$ cat src/hw/adc_seq_consts.vh
// constants for the serial converter sequencer
`ifndef ADC_SEQ_CONSTS_VH
`define ADC_SEQ_CONSTS_VH

// control word fields
`define CW_WIDTH        16
`define CW_WRITE        15
`define CW_REPEAT       14
`define CW_AIN_TOP      13
`define CW_TEMP         5
`define CW_REF          2
`define CW_AVG          1
`define CW_STANDBY      0
`define CW_RESET        16'h0000

// channel scan set: bits 0..7 analog inputs, bit 8 temperature
`define NCH             9
`define CH_TEMP         4'h8
`define TAG_TEMP_PLAIN  4'h8
`define TAG_TEMP_AVG    4'h9
`define TAG_W           4
`define RES_W           12
`define WORD_ALL_ONES   16'hFFFF

// frame
`define FRAME_BITS      5'h10
`define CNT_W           5

// timing
`define CLK_NS          20
`define PD_MIN_NS       90
`define RST_MAX_NS      60
`define STBY_UP_NS      1000
`define BUSY_MAX_US     100
`define PD_MIN_CYC      ((`PD_MIN_NS + `CLK_NS - 1) / `CLK_NS)
`define RST_MAX_CYC     (`RST_MAX_NS / `CLK_NS)
`define STBY_UP_CYC     ((`STBY_UP_NS + `CLK_NS - 1) / `CLK_NS)
`define BUSY_MAX_CYC    ((`BUSY_MAX_US * 1000) / `CLK_NS)
`define TMR_W           14

// result buffer
`define FIFO_W          16
`define FIFO_DEPTH      32
`define FIFO_AW         5

`endif

$ cat src/hw/pin_sync.v
// two-flop synchroniser for one pin
`timescale 1ns/1ps
module pin_sync #(
   parameter RST_VAL = 1'b0
) (
   input  wire clk_i,
   input  wire rst_i,
   input  wire d_i,
   output reg  q_o
);
   reg meta_r;

   // first flop feeds only the second
   always @(posedge clk_i or posedge rst_i) begin
      if (rst_i) begin
         meta_r <= RST_VAL;
         q_o    <= RST_VAL;
      end else begin
         meta_r <= d_i;
         q_o    <= meta_r;
      end
   end
endmodule // pin_sync

$ cat src/hw/result_fifo.v
// result buffer fifo with registered read data
`timescale 1ns/1ps
module result_fifo #(
   parameter W     = 16,
   parameter DEPTH = 32,
   parameter AW    = 5
) (
   input  wire         clk_i,
   input  wire         rst_i,
   input  wire         flush_i,
   input  wire         in_valid_i,
   output reg          in_ready_o,
   input  wire [W-1:0] in_data_i,
   output reg          out_valid_o,
   input  wire         out_ready_i,
   output reg  [W-1:0] out_data_o
);
   reg  [W-1:0] mem [0:DEPTH-1];
   reg  [AW-1:0] wptr_r;
   reg  [AW-1:0] rptr_r;
   reg  [AW:0]   count_r;
   wire          push;
   wire          pop;
   wire [AW-1:0] rptr_nxt;
   wire [AW:0]   count_nxt;

   assign push      = in_valid_i & in_ready_o;
   assign pop       = out_ready_i & out_valid_o;
   assign rptr_nxt  = pop ? rptr_r + 1'b1 : rptr_r;
   assign count_nxt = count_r + {{AW{1'b0}}, push} - {{AW{1'b0}}, pop};

   // storage array, no reset needed
   always @(posedge clk_i) begin
      if (push)
         mem[wptr_r] <= in_data_i;
   end

   // pointers, flags and show-ahead head word
   always @(posedge clk_i or posedge rst_i) begin
      if (rst_i) begin
         wptr_r      <= {AW{1'b0}};
         rptr_r      <= {AW{1'b0}};
         count_r     <= {(AW+1){1'b0}};
         in_ready_o  <= 1'b1;
         out_valid_o <= 1'b0;
         out_data_o  <= {W{1'b0}};
      end else if (flush_i) begin
         wptr_r      <= {AW{1'b0}};
         rptr_r      <= {AW{1'b0}};
         count_r     <= {(AW+1){1'b0}};
         in_ready_o  <= 1'b1;
         out_valid_o <= 1'b0;
      end else begin
         if (push)
            wptr_r <= wptr_r + 1'b1;
         rptr_r      <= rptr_nxt;
         count_r     <= count_nxt;
         in_ready_o  <= (count_nxt != DEPTH);
         out_valid_o <= (count_nxt != 0);
         // bypass covers a word written into the head slot this cycle
         if (push && (wptr_r == rptr_nxt))
            out_data_o <= in_data_i;
         else
            out_data_o <= mem[rptr_nxt];
      end
   end
endmodule // result_fifo

$ cat src/hw/adc_sequencer_serial_control.v
// serial frame control and channel sequencer of the eight-input converter
//
// Functional notes
// - control bit 5 adds temperature channel
// - control bit 2 selects external reference
// - bit 1 averaging, ignored unless bit 5
// - bit 0 one enters standby next
// - frame out is tag then result
// - tags 0-7 inputs, 8/9 temperature
// - chip-select fall drives tag msb
// - output released at 16th falling edge
// - busy rises at next chip-select fall
// - while busy later frames ignored, ones
// - temperature conversion ends within 100 us
// - standby in first busy write aborts
// - write, convert next, read after that
// - ascending one per frame then stop
// - all ones when finished or none
// - repeat wraps to lowest channel forever
// - valid write ends repeat operation
// - standby at rise, resets averaging, ones
// - standby exit powers up within 1 us
// - long pin low powers down, defaults
// - short pin low resets to defaults
// - medium pin low resets only
// - bit 15 gates control word update
// - early rise aborts, no update
// - bits 13..6 select inputs 0..7
`timescale 1ns/1ps
`include "adc_seq_consts.vh"
module adc_sequencer_serial_control #(
   parameter BUSY_MAX_CYC = `BUSY_MAX_CYC,
   parameter PWRUP_CYC    = 50
) (
   input  wire                clk_i,
   input  wire                rst_i,
   input  wire                sclk_i,
   input  wire                cs_n_i,
   input  wire                din_i,
   input  wire                powerdown_reset_pin_n_i,
   output reg                 dout_o,
   output reg                 dout_oe_o,
   output reg                 temp_conversion_busy_o,
   output reg                 standby_o,
   output reg                 powerdown_o,
   output reg                 conv_start_o,
   output reg [`TAG_W-1:0]    conv_chan_o,
   output reg                 reference_source_select_o,
   output reg                 temp_averaging_enable_o,
   output reg                 avg_reset_o,
   output reg                 conv_abort_o,
   input  wire                conversion_result_valid_i,
   input  wire [`RES_W-1:0]   conversion_result_i,
   output wire                conversion_result_ready_o
);

   ////////////////////////////////////////////////////////////////////////
   // pin synchronisers and edge detection

   wire sclk_s;
   wire cs_n_s;
   wire din_s;
   wire pdr_n_s;
   reg  sclk_d_r;
   reg  cs_n_d_r;

   pin_sync #(.RST_VAL(1'b0)) u_sync_sclk (.clk_i(clk_i), .rst_i(rst_i), .d_i(sclk_i), .q_o(sclk_s));
   pin_sync #(.RST_VAL(1'b1)) u_sync_cs (.clk_i(clk_i), .rst_i(rst_i), .d_i(cs_n_i), .q_o(cs_n_s));
   pin_sync #(.RST_VAL(1'b0)) u_sync_din (.clk_i(clk_i), .rst_i(rst_i), .d_i(din_i), .q_o(din_s));
   pin_sync #(.RST_VAL(1'b1)) u_sync_pdr (.clk_i(clk_i), .rst_i(rst_i),
                                          .d_i(powerdown_reset_pin_n_i), .q_o(pdr_n_s));

   // edges are found on the second flop output only
   always @(posedge clk_i or posedge rst_i) begin
      if (rst_i) begin
         sclk_d_r <= 1'b0;
         cs_n_d_r <= 1'b1;
      end else begin
         sclk_d_r <= sclk_s;
         cs_n_d_r <= cs_n_s;
      end
   end

   wire sclk_fall = sclk_d_r & ~sclk_s;
   wire cs_fall   = cs_n_d_r & ~cs_n_s;
   wire cs_rise   = ~cs_n_d_r & cs_n_s;

   ////////////////////////////////////////////////////////////////////////
   // state

   reg [`CW_WIDTH-1:0]  ctrl_r;       // conversion_control_word
   reg [`NCH-1:0]       scan_r;       // channels still to convert
   reg [`CNT_W-1:0]     bit_cnt_r;
   reg [`CW_WIDTH-1:0]  shift_r;
   reg [`CW_WIDTH-1:0]  din_sr_r;
   reg                  in_frame_r;
   reg                  frame_ign_r;  // frame dropped while busy
   reg                  frame_conv_r; // frame carries a conversion
   reg                  honor_used_r; // busy frame already consumed
   reg [`TMR_W-1:0]     busy_cnt_r;
   reg [`TMR_W-1:0]     pwrup_cnt_r;
   reg [`TMR_W-1:0]     pd_low_cnt_r;
   reg [`TAG_W-1:0]     tag_hold_r;
   reg                  conv_live_r;

   wire [`FIFO_W-1:0]   fifo_out;
   wire                 fifo_out_valid;
   reg                  fifo_pop;
   reg                  fifo_flush;

   ////////////////////////////////////////////////////////////////////////
   // channel set decode and lowest-channel pick

   reg  [`NCH-1:0] sel_cur;
   reg  [`NCH-1:0] sel_new;
   reg  [`NCH-1:0] pick_src;
   reg  [`NCH-1:0] pick_rest;
   reg  [`TAG_W-1:0] pick_idx;
   reg             pick_any;
   reg  [`CW_WIDTH-1:0] word_in;
   integer k;

   // reload values sized to the timer so loads neither pad nor drop bits
   localparam [`TMR_W-1:0] PWRUP_LOAD = PWRUP_CYC;
   localparam [`TMR_W-1:0] STBY_LOAD  = `STBY_UP_CYC;

   always @* begin
      word_in = {din_sr_r[`CW_WIDTH-2:0], din_s};
      for (k = 0; k < `NCH - 1; k = k + 1) begin
         sel_cur[k] = ctrl_r[`CW_AIN_TOP - k];
         sel_new[k] = word_in[`CW_AIN_TOP - k];
      end
      sel_cur[`NCH-1] = ctrl_r[`CW_TEMP];
      sel_new[`NCH-1] = word_in[`CW_TEMP];
      if (scan_r == {`NCH{1'b0}} && ctrl_r[`CW_REPEAT])
         pick_src = sel_cur;
      else
         pick_src = scan_r;
      pick_any = 1'b0;
      pick_idx = {`TAG_W{1'b0}};
      for (k = `NCH - 1; k >= 0; k = k - 1) begin
         if (pick_src[k]) begin
            pick_any = 1'b1;
            pick_idx = k[`TAG_W-1:0];
         end
      end
      pick_rest = pick_src;
      if (pick_any)
         pick_rest[pick_idx] = 1'b0;
   end

   wire conv_allowed = ~standby_o & ~powerdown_o & (pwrup_cnt_r == {`TMR_W{1'b0}})
                       & ~temp_conversion_busy_o;

   ////////////////////////////////////////////////////////////////////////
   // result buffer between converter core and serial output

   wire res_in_valid = conversion_result_valid_i & conv_live_r;

   result_fifo #(
      .W     (`FIFO_W),
      .DEPTH (`FIFO_DEPTH),
      .AW    (`FIFO_AW)
   ) u_fifo (
      .clk_i       (clk_i),
      .rst_i       (rst_i),
      .flush_i     (fifo_flush),
      .in_valid_i  (res_in_valid),
      .in_ready_o  (conversion_result_ready_o),
      .in_data_i   ({tag_hold_r, conversion_result_i}),
      .out_valid_o (fifo_out_valid),
      .out_ready_i (fifo_pop),
      .out_data_o  (fifo_out)
   );

   wire res_taken = res_in_valid & conversion_result_ready_o;

   ////////////////////////////////////////////////////////////////////////
   // main control process

   always @(posedge clk_i or posedge rst_i) begin
      if (rst_i) begin
         ctrl_r                    <= `CW_RESET;
         scan_r                    <= {`NCH{1'b0}};
         bit_cnt_r                 <= {`CNT_W{1'b0}};
         shift_r                   <= `WORD_ALL_ONES;
         din_sr_r                  <= {`CW_WIDTH{1'b0}};
         in_frame_r                <= 1'b0;
         frame_ign_r               <= 1'b0;
         frame_conv_r              <= 1'b0;
         honor_used_r              <= 1'b0;
         busy_cnt_r                <= {`TMR_W{1'b0}};
         pwrup_cnt_r               <= {`TMR_W{1'b0}};
         pd_low_cnt_r              <= {`TMR_W{1'b0}};
         tag_hold_r                <= {`TAG_W{1'b0}};
         conv_live_r               <= 1'b0;
         fifo_pop                  <= 1'b0;
         fifo_flush                <= 1'b0;
         dout_o                    <= 1'b1;
         dout_oe_o                 <= 1'b0;
         temp_conversion_busy_o    <= 1'b0;
         standby_o                 <= 1'b0;
         powerdown_o               <= 1'b0;
         conv_start_o              <= 1'b0;
         conv_chan_o               <= {`TAG_W{1'b0}};
         reference_source_select_o <= 1'b0;
         temp_averaging_enable_o   <= 1'b0;
         avg_reset_o               <= 1'b0;
         conv_abort_o              <= 1'b0;
      end else if (!pdr_n_s) begin
         ctrl_r                    <= `CW_RESET;
         scan_r                    <= {`NCH{1'b0}};
         in_frame_r                <= 1'b0;
         dout_oe_o                 <= 1'b0;
         dout_o                    <= 1'b1;
         temp_conversion_busy_o    <= 1'b0;
         standby_o                 <= 1'b0;
         reference_source_select_o <= 1'b0;
         temp_averaging_enable_o   <= 1'b0;
         avg_reset_o               <= 1'b1;
         conv_abort_o              <= conv_live_r;
         conv_live_r               <= 1'b0;
         conv_start_o              <= 1'b0;
         fifo_pop                  <= 1'b0;
         fifo_flush                <= 1'b1;
         pwrup_cnt_r               <= {`TMR_W{1'b0}};
         if (pd_low_cnt_r != {`TMR_W{1'b1}})
            pd_low_cnt_r <= pd_low_cnt_r + 1'b1;
         // count reaches the minimum on the cycle the pin has been low that long
         if (pd_low_cnt_r >= `PD_MIN_CYC - 1)
            powerdown_o <= 1'b1;
      end else begin
         // single-cycle strobes default low
         fifo_pop     <= 1'b0;
         fifo_flush   <= 1'b0;
         conv_start_o <= 1'b0;
         avg_reset_o  <= 1'b0;
         conv_abort_o <= 1'b0;
         pd_low_cnt_r <= {`TMR_W{1'b0}};

         if (powerdown_o) begin
            powerdown_o <= 1'b0;
            pwrup_cnt_r <= PWRUP_LOAD;
         end else if (pwrup_cnt_r != {`TMR_W{1'b0}}) begin
            pwrup_cnt_r <= pwrup_cnt_r - 1'b1;
         end

         if (temp_conversion_busy_o) begin
            busy_cnt_r <= busy_cnt_r + 1'b1;
            if (res_taken || busy_cnt_r >= BUSY_MAX_CYC - 1) begin
               temp_conversion_busy_o <= 1'b0;
               honor_used_r           <= 1'b0;
            end
         end
         if (res_taken)
            conv_live_r <= 1'b0;

         // frame start
         if (cs_fall) begin
            in_frame_r   <= 1'b1;
            bit_cnt_r    <= {`CNT_W{1'b0}};
            frame_conv_r <= 1'b0;
            dout_oe_o    <= 1'b1;
            if (temp_conversion_busy_o && honor_used_r) begin
               frame_ign_r <= 1'b1;
               shift_r     <= `WORD_ALL_ONES;
               dout_o      <= 1'b1;
            end else begin
               frame_ign_r <= 1'b0;
               if (fifo_out_valid && !standby_o) begin
                  shift_r  <= fifo_out;
                  dout_o   <= fifo_out[`CW_WIDTH-1];
                  fifo_pop <= 1'b1;
               end else begin
                  shift_r <= `WORD_ALL_ONES;
                  dout_o  <= 1'b1;
               end
               if (conv_allowed && pick_any) begin
                  scan_r       <= pick_rest;
                  frame_conv_r <= 1'b1;
                  conv_start_o <= 1'b1;
                  conv_live_r  <= 1'b1;
                  reference_source_select_o <= ctrl_r[`CW_REF];
                  if (pick_idx == `CH_TEMP) begin
                     conv_chan_o <= ctrl_r[`CW_AVG] ? `TAG_TEMP_AVG : `TAG_TEMP_PLAIN;
                     tag_hold_r  <= ctrl_r[`CW_AVG] ? `TAG_TEMP_AVG : `TAG_TEMP_PLAIN;
                     temp_conversion_busy_o <= 1'b1;
                     busy_cnt_r             <= {`TMR_W{1'b0}};
                  end else begin
                     conv_chan_o <= pick_idx;
                     tag_hold_r  <= pick_idx;
                  end
               end
            end
         end else if (in_frame_r && sclk_fall && bit_cnt_r != `FRAME_BITS) begin
            bit_cnt_r <= bit_cnt_r + 1'b1;
            din_sr_r  <= word_in;
            if (bit_cnt_r == `FRAME_BITS - 1'b1) begin
               dout_oe_o <= 1'b0;
               // standby in first busy write aborts
               if (temp_conversion_busy_o && !frame_ign_r && word_in[`CW_WRITE]
                   && word_in[`CW_STANDBY]) begin
                  temp_conversion_busy_o <= 1'b0;
                  honor_used_r           <= 1'b0;
                  conv_abort_o           <= 1'b1;
                  conv_live_r            <= 1'b0;
                  standby_o              <= 1'b1;
                  avg_reset_o            <= 1'b1;
               end
            end else begin
               shift_r <= {shift_r[`CW_WIDTH-2:0], 1'b1};
               dout_o  <= shift_r[`CW_WIDTH-2];
            end
         end else if (cs_rise && in_frame_r) begin
            in_frame_r <= 1'b0;
            dout_oe_o  <= 1'b0;
            if (!frame_ign_r && temp_conversion_busy_o)
               honor_used_r <= 1'b1;
            if (bit_cnt_r != `FRAME_BITS) begin
               if (frame_conv_r && conv_live_r) begin
                  conv_abort_o <= 1'b1;
                  conv_live_r  <= 1'b0;
                  if (temp_conversion_busy_o) begin
                     temp_conversion_busy_o <= 1'b0;
                     honor_used_r           <= 1'b0;
                  end
               end
            end else if (!frame_ign_r && din_sr_r[`CW_WRITE]) begin
               ctrl_r <= din_sr_r;
               scan_r <= sel_word(din_sr_r);
               temp_averaging_enable_o <= din_sr_r[`CW_AVG] & din_sr_r[`CW_TEMP];
               if (din_sr_r[`CW_STANDBY] && !standby_o) begin
                  standby_o   <= 1'b1;
                  avg_reset_o <= 1'b1;
                  fifo_flush  <= 1'b1;
               end else if (!din_sr_r[`CW_STANDBY] && standby_o) begin
                  standby_o   <= 1'b0;
                  pwrup_cnt_r <= STBY_LOAD;
               end
            end
         end
      end
   end

   ////////////////////////////////////////////////////////////////////////
   // channel set of a freshly written word

   function [`NCH-1:0] sel_word;
      input [`CW_WIDTH-1:0] w;
      integer j;
      begin
         for (j = 0; j < `NCH - 1; j = j + 1)
            sel_word[j] = w[`CW_AIN_TOP - j];
         sel_word[`NCH-1] = w[`CW_TEMP];
      end
   endfunction

endmodule // adc_sequencer_serial_control

$ cat config.mk
export PLATFORM = sky130hd
export DESIGN_NAME = adc_sequencer_serial_control
export DESIGN_NICKNAME = d
export VERILOG_FILES = /design/src/hw/pin_sync.v /design/src/hw/result_fifo.v /design/src/hw/adc_sequencer_serial_control.v
export VERILOG_INCLUDE_DIRS = /design/src /design/src/hw
export SDC_FILE = /design/constraint.sdc
export NUM_CORES = 1
export LEC_CHECK = 0
export ABC_CLOCK_PERIOD_IN_PS = 5250
export BUFFER_PORTS_ARGS = -buffer_cell sky130_fd_sc_hd__buf_2
export CAP_MARGIN = 0
export CORE_ASPECT_RATIO = 1.4
export CORE_UTILIZATION = 63
export DETAILED_ROUTE_END_ITERATION = 7
export PLACE_DENSITY = 0.82
export RECOVER_POWER = 25
export SETUP_SLACK_MARGIN = 0.1
export SYNTH_ARGS = -nofsm -noshare
export SYNTH_HDL_FRONTEND = slang
export SYNTH_SLANG_ARGS = --single-unit
$ cat constraint.sdc
create_clock -name clk_i -period 5.25 [get_ports clk_i]
set_clock_uncertainty 0.15 [all_clocks]
set_input_delay 0 -clock clk_i [delete_from_list [all_inputs] [get_ports clk_i]]
set_output_delay 0 -clock clk_i [all_outputs]
set_load 0.005 [all_outputs]
==> results of run 1 <==
worst reg2reg max path, stage by stage (launching register included):
cell	delay (ps)
dfrtp_1	600
ha_1	430
and3_1	590
and3_4	310
xor3_1	270
a2111oi_4	900
nor2_1	350
o211ai_1	280
o21a_1	180
synth_stat cells (20+ instances only):
cell type	n	area [sq um]
a21oi_1	53	265.3
a32oi_1	31	271.5
buf_2	37	185.2
clkbuf_1	50	187.7
dfrtp_1	142	3553
dfstp_2	22	578.1
edfxtp_1	512	15370
inv_1	27	101.4
mux2_2	20	225.2
mux2i_1	63	630.6
mux4_2	38	855.8
nand2_1	282	1059
nand3_1	97	485.5
nand4_1	21	131.4
nor2_1	148	555.5
nor3_1	30	150.1
o21ai_0	61	305.3
o22ai_1	54	337.8
xnor2_1	25	219.0
xor2_1	20	175.2
sequential cells by signal (all words and copies together), names as in the netlist, 4 cells and up:
register,count
bit_cnt_r,5
busy_cnt_r,14
ctrl_r,12
din_sr_r,16
pd_low_cnt_r,14
pwrup_cnt_r,14
scan_r,9
shift_r,15
tag_hold_r,4
u_fifo.count_r,6
u_fifo.mem,512
u_fifo.out_data_o,16
u_fifo.rptr_r,5
u_fifo.wptr_r,5
final cells by class:
type	count	area share, %
clock buffer	72	5.119
timing repair buffer	119	2.738
clock inverter	40	1.395
tap	558	2.237
multi-input combinational	1205	25.66
inverter	29	0.3648
sequential	676	62.49
stage by stage:
stage                     util [%]  power (mW)  hold slack (ps)  instances
after CTS                    71.06       11.61            59.32       2699
after floorplan                  -       6.851           -145.5       2012
final                        71.02       11.58            69.94       2699
after detailed placement     65.91       7.161           -76.60       2564
after global placement       65.91       7.118           -75.08       2564
after global routing         71.02       11.91            90.84       2699
power groups by stage:
stage          sequential (mW)  clock [mW]  combinational [mW]
6_report                  6.08        4.49                1.00
5_1_grt                   6.09        4.72                1.10
2_1_floorplan             6.14           0               0.711
3_3_place_gp              6.17           0               0.947
3_5_place_dp              6.18           0               0.983
4_1_cts                   6.07        4.54                1.00
routing by layer:
metal	vias to the layer above	GRT usage, %	wire (um)
met2	1012	53.74	35520
met3	247	4.951	5644
met1	8994	37.69	24440
li1	7783	-	-
met4	0	19.05	4151
met5	-	0	0
cell families (layout without fill, tap and decap cells):
kind of cell / after synthesis / in the layout / share of synthesized area (%)
buffers and inverters: 131 / 260 / 2.065
muxes: 122 / 122 / 6.140
DFF: 676 / 676 / 69.52
AOI/OAI and AO/OA: 351 / 351 / 8.771
and+or+nand+nor: 665 / 665 / 10.99
adders and majority gates: 19 / 19 / 0.8740
xor gates and xnor gates: 48 / 48 / 1.645
how the worst max path moves through the flow:
stage	startpoint	endpoint	slack, ps	depth (start not counted)
final	u_fifo.rptr_r[0]$_DFF_PP0_	u_fifo.out_data_o[9]$_DFFE_PP0N_	1130	8
after global placement	u_fifo.rptr_r[0]$_DFF_PP0_	u_fifo.out_data_o[9]$_DFFE_PP0N_	1340	8
after CTS	u_fifo.rptr_r[0]$_DFF_PP0_	u_fifo.out_data_o[9]$_DFFE_PP0N_	1210	8
after global routing	u_fifo.rptr_r[0]$_DFF_PP0_	u_fifo.out_data_o[9]$_DFFE_PP0N_	900	8
after detailed placement	u_fifo.rptr_r[0]$_DFF_PP0_	u_fifo.out_data_o[9]$_DFFE_PP0N_	1240	8
after floorplan	rst_i	avg_reset_o$_DFF_PP0_	700	1
==> impl_metrics.py, run 1 <==
metrics = {
    "place": {
        "routabilityCongestion": 0.9449,
        "pre_cts_ws_ps": 1244,
        "dpl_cell_area_sq_mm": 0.02897,
        "place_hpwl_um": 42940,
        "io_buffers": 33,
    },
    "floorplan": {
        "die-width_um": 180.4,
        "start_util_pct": 63.84,
        "coreArea_sq_mm": 0.04395,
        "dieArea_sq_mm": 0.04540,
        "die_y_um": 251.7,
        "ioPinCount": 34,
        "placementRows": 91,
    },
    "worst_setup_path": {
        "crit_fanout": 17,
        "arrival_ps": 4510,
        "path_delay_family": "compound AO/OA/AOI/OAI gates",
        "r2r.worst_path.cells": 8,
        "cp.required_ps": 5650,
        "timing.rr.start": "u_fifo.rptr_r[0]$_DFF_PP0_",
        "cp-start-kind": "flop",
        "r2r_setup_slack_ps": 1130,
        "reg2reg_to": "u_fifo.out_data_o[9]$_DFFE_PP0N_",
        "cp_cell_sequence": "ha_1 -> and3_1 -> and3_4 -> xor3_1 -> a2111oi_4 -> nor2_1 -> o211ai_1 -> o21a_1",
        "cpMaxStageDelayCell": "a2111oi_4",
        "critPathCaptureType": "flop",
        "worst-path-buf-inv": 0,
        "slowest_delay_ps": 900,
        "crit_type": "flop to flop",
    },
    "grt": {
        "grt_max_degree": 64,
        "grt_pass1_wl_um": 106500,
        "antenna_found_initial": 0,
        "grt-ovfl-total": 0,
        "grt_pass1_vias": 18180,
        "grt_usage_pct": 31.39,
    },
    "power_and_ir_drop": {
        "pwr-share-clk_pct": 38.8,
        "cellPowerDensity_mw_per_mm2": 370.8,
        "power_frac_comb_pct": 8.7,
        "swShare_pct": 23.26,
        "p_int_mw": 8.883,
        "power_switching_mw": 2.693,
        "seq_power_share_pct": 52.5,
        "ir_drop_mv": 0.3300,
        "leakagePower_nw": 10.97,
    },
    "routing": {
        "wl_um": 69760,
        "wire_per_inst_um": 25.85,
        "ant_nets": 0,
        "dr.pass1.iters": 5,
        "num_vias": 18040,
        "vias_per_cell": 6.682,
        "drc": 0,
        "drtIter0Drc": 2179,
    },
    "sta": {
        "period_share_pct": 78.40,
        "worst_slew_pin_slew_ps": 1657,
        "setup_ws_ps": 1134,
        "rsz0062_at_grt": "false",
        "fmax_mhz": 242.9,
        "hold_violations": 0,
        "setup_violations": 0,
        "finalCriticalPeriod_ps": 4116,
        "drv_slew": 204,
        "setup_tns_ps": 0,
        "max_slew_margin_pct": -10.47,
    },
    "final_layout": {
        "antenna_cells": 0,
        "synthToLayoutAreaGrowth_pct": 11.25,
        "final_area_sq_mm": 0.03121,
        "multi_input_area_sq_mm": 0.008009,
        "drive_gt1_share_pct": 13.73,
        "nNetsFinal": 2129,
        "fillers": 2752,
        "mostFrequentLayoutCell": "edfxtp_1",
        "final_cell_mix": "edfxtp_1 (512), nand2_1 (281), nor2_1 (148), dfrtp_1 (142), nand3_1 (97)",
        "register_area_sq_mm": 0.01951,
    },
    "synth": {
        "postSynthCellCount": 2012,
        "yosys.cell_types.count": 94,
        "ys_ff_latch": 676,
        "synthArstFlopShare_pct": 24.26,
        "syn_area_per_cell_sq_um": 13.95,
        "yosysSeqAreaShare_pct": 69.52,
        "yosys_warnings": 0,
        "synthFlopType": "edfxtp_1",
        "synth_edf_count": 512,
        "synth_area_sq_mm": 0.02806,
        "synth_fp_nets": 2050,
    },
    "cts": {
        "cts_tree": "done",
        "path_clk_slew_ps": 70,
        "cts_max_level": 2,
        "clk_latency_ps": 620,
        "hold_buffers": 23,
        "clock_sinks": 676,
        "post_cts_resized": 0,
        "cts_setup_buffers": 0,
        "clock-root-buffer": "clkbuf_16",
        "cts_buffers": 60,
        "cts_buffer_depth": 3,
    },
    "hold_path": {
        "hp-start": "conversion_result_valid_i",
        "holdCritPathClass": "primary input to flop",
        "min_to": "conv_live_r$_DFF_PP0_",
        "holdPathStages": 5,
    },
    "flow_run": {
        "maxCapViolCount": 6,
    },
    "status": {
        "violations": "capacitance limit, slew limit",
        "status": "finished with violations",
    },
}
Note: power is estimated with default switching activity, not from simulation.
==> inputs of run 2 (changes only) <==
--- a/config.mk
+++ b/config.mk
@@ -6,13 +6,13 @@
 export SDC_FILE = /design/constraint.sdc
 export NUM_CORES = 1
 export LEC_CHECK = 0
-export ABC_CLOCK_PERIOD_IN_PS = 5250
+export ABC_CLOCK_PERIOD_IN_PS = 3700
 export BUFFER_PORTS_ARGS = -buffer_cell sky130_fd_sc_hd__buf_2
 export CAP_MARGIN = 0
 export CORE_ASPECT_RATIO = 1.4
-export CORE_UTILIZATION = 63
+export CORE_UTILIZATION = 57
 export DETAILED_ROUTE_END_ITERATION = 7
-export PLACE_DENSITY = 0.82
+export PLACE_DENSITY = 0.78
 export RECOVER_POWER = 25
 export SETUP_SLACK_MARGIN = 0.1
 export SYNTH_ARGS = -nofsm -noshare
==> constraint.sdc (replaced) <==
create_clock -name clk_i -period 3.7 [get_ports clk_i]
set_clock_uncertainty 0.15 [all_clocks]
set_input_delay 0 -clock clk_i [delete_from_list [all_inputs] [get_ports clk_i]]
set_output_delay 0 -clock clk_i [all_outputs]
set_load 0.005 [all_outputs]
==> run 2 against run 1 <==
  * The flow still finishes with violations (capacitance limit, slew limit)
  * Sequential cell count stayed put
  * Sequential share of layout area fell by 0.79 points
  * Global-route usage is 2.5 points lower
  * Highest routed layer unchanged
  * Via count increased by 0.72%
  * Non-clock buffer count rose by 39
  * Sequential power rose by 43%
  * Setup slack got worse by 760 ps
  * Core utilization decreased by 5.5 points
  * Combinational power rose by 45%
  * Critical path depth grew 1
  * Largest power group unchanged
  * Critical endpoint is now u_fifo.out_data_o[14]$_DFFE_PP0N_
  * Die area is 10% higher
==> impl_metrics.py, run 2 (synthesis results as in run 1) <==
metrics = {
    "final_layout": {
        "synthToLayoutAreaGrowth_pct": 12.68,
        "nNetsFinal": 2167,
        "final_cells": 2808,
        "mostFrequentLayoutCell": "edfxtp_1",
        "largest_reg_flops": 512,
        "final_cell_mix": "edfxtp_1 (512), nand2_1 (281), nor2_1 (148), dfrtp_1 (142), nand3_1 (97)",
        "fillers": 3299,
        "drive_gt1_share_pct": 14.88,
        "top_register": "u_fifo.mem",
        "antenna_cells": 0,
        "reg.largest.list": "u_fifo.mem x512, din_sr_r x16, u_fifo.out_data_o x16",
        "final_area_sq_mm": 0.03162,
    },
    "worst_setup_path": {
        "arrival_ps": 3740,
        "crit_fanout": 63,
        "reg2reg_to": "u_fifo.out_data_o[14]$_DFFE_PP0N_",
        "timing.rr.start": "u_fifo.rptr_r[0]$_DFF_PP0_",
        "cp-start-kind": "flop",
        "r2r.worst_path.cells": 9,
        "crit_type": "flop to flop",
        "critPathCaptureType": "flop",
        "cp.required_ps": 4110,
        "r2r_setup_slack_ps": 370,
    },
    "cts": {
        "clock_sinks": 676,
        "cts_buffer_depth": 3,
        "cts_max_level": 2,
        "cts_tree": "done",
        "path_clk_slew_ps": 70,
        "cts_setup_buffers": 0,
        "cts_buffers": 59,
        "clk_latency_ps": 620,
        "clock-root-buffer": "clkbuf_16",
    },
    "power_and_ir_drop": {
        "ir_drop_mv": 0.4657,
        "leakagePower_nw": 11.16,
        "total_power_mw": 16.32,
        "cellPowerDensity_mw_per_mm2": 516.3,
    },
    "status": {
        "status": "finished with violations",
        "violations": "capacitance limit, slew limit",
    },
    "routing": {
        "drtIter0Drc": 1994,
        "vias_per_cell": 6.469,
        "wl_um": 71240,
        "drc": 0,
        "wire_per_inst_um": 25.37,
        "ant_nets": 0,
        "dr.pass1.iters": 6,
        "num_vias": 18170,
    },
    "sta": {
        "hold_violations": 0,
        "setup_ws_ps": 369.8,
        "setup_tns_ps": 0,
        "max_slew_margin_pct": -33.10,
        "fmax_mhz": 300.3,
        "worst_slew_pin_slew_ps": 1986,
        "period_share_pct": 90.01,
        "finalCriticalPeriod_ps": 3330,
        "drv_slew": 174,
        "rsz0062_at_grt": "false",
        "setup_violations": 0,
    },
    "floorplan": {
        "die_y_um": 264.5,
        "dieArea_sq_mm": 0.05013,
        "placementRows": 95,
        "coreArea_sq_mm": 0.04826,
        "ioPinCount": 34,
        "die-width_um": 189.5,
        "start_util_pct": 58.14,
    },
    "place": {
        "place_hpwl_um": 44010,
        "routabilityCongestion": 0.9383,
        "dpl_cell_area_sq_mm": 0.02947,
        "pre_cts_ws_ps": 581.8,
        "io_buffers": 33,
        "dp.cells": 2676,
    },
    "hold_path": {
        "min_to": "conv_live_r$_DFF_PP0_",
        "hp-start": "conversion_result_valid_i",
        "holdCritPathClass": "primary input to flop",
        "holdPathStages": 5,
    },
    "grt": {
        "grt-ovfl-total": 0,
        "grt_usage_pct": 28.86,
        "antenna_found_initial": 0,
        "grt_pass1_vias": 18710,
        "grt_pass1_wl_um": 108300,
        "grt_max_degree": 89,
    },
    "flow_run": {
        "maxCapViolCount": 6,
    },
}
-- run 2: cell count changes in the layout (fill, tap and decap cells not counted), moves of 2 or more --
cell	previous run	this run
buf_4	63	94
clkbuf_1	19	35
buf_12	0	9
clkinv_1	14	6
bufinv_16	8	5
clkinv_2	10	7
inv_6	2	0
-- run 2: metal layers --
| metal | global-route usage (%) | share of wire, % | vias to the layer above |
|---|---|---|---|
| li1 | - | - | 7868 |
| met1 | 34.88 | 36 | 9047 |
| met2 | 49.40 | 50 | 1024 |
| met3 | 4.303 | 8.2 | 227 |
| met4 | 16.35 | 5.8 | 0 |
| met5 | 0 | 0 | - |
-- run 2: area by class of cell --
class	count	area, sq um	area share, %
clock buffer	88	1669	5.279
clock inverter	22	277.8	0.8785
inverter	29	110.1	0.3483
multi-input combinational	1205	8008	25.33
sequential	676	19510	61.70
tap	630	788.3	2.493
timing repair buffer	158	1257	3.977
-- run 2: worst max path at each step --
stage	from	endpoint	slack, ps	cells past startpoint
floorplan	fifo_pop$_DFF_PP0_	u_fifo.out_valid_o$_DFF_PP0_	1010	13
global placement	u_fifo.rptr_r[0]$_DFF_PP0_	u_fifo.out_data_o[8]$_DFFE_PP0N_	600	9
CTS	u_fifo.rptr_r[1]$_DFF_PP0_	u_fifo.out_data_o[9]$_DFFE_PP0N_	530	9
detailed placement	u_fifo.rptr_r[0]$_DFF_PP0_	u_fifo.out_data_o[14]$_DFFE_PP0N_	580	9
finish	u_fifo.rptr_r[0]$_DFF_PP0_	u_fifo.out_data_o[14]$_DFFE_PP0N_	370	9
global route	u_fifo.rptr_r[1]$_DFF_PP0_	u_fifo.out_data_o[14]$_DFFE_PP0N_	250	9
-- run 2: report_power, final --
part | total [mW] | switching, mW | internal [mW]
clock network | 6.20 | 2.72 | 3.49
registers | 8.67 | 0.246 | 8.42
logic | 1.45 | 0.876 | 0.578
-- run 2: stage by stage --
| step | utilization (%) | hold slack, ps |
|---|---|---|
| finish | 65.51 | 80.82 |
| global route | 65.51 | 105.2 |
| CTS | 65.55 | 5.770 |
| detailed placement | 61.06 | -39.48 |
| global placement | 61.06 | -43.24 |
| floorplan | - | -145.5 |
-- run 2: worst max-delay path: stages (launching register included) --
cell	delay (ps)
dfrtp_1	390
ha_1	420
nand3_1	240
and2_2	360
buf_12	310
nand2_1	100
a32oi_1	260
nand4_1	190
a21oi_1	610
o21a_1	180
-- run 2: what timing repair did --
item,4_1_cts,5_1_grt
hold endpoints to repair,439,0
hold buffers,22,0
resized for setup,0,0
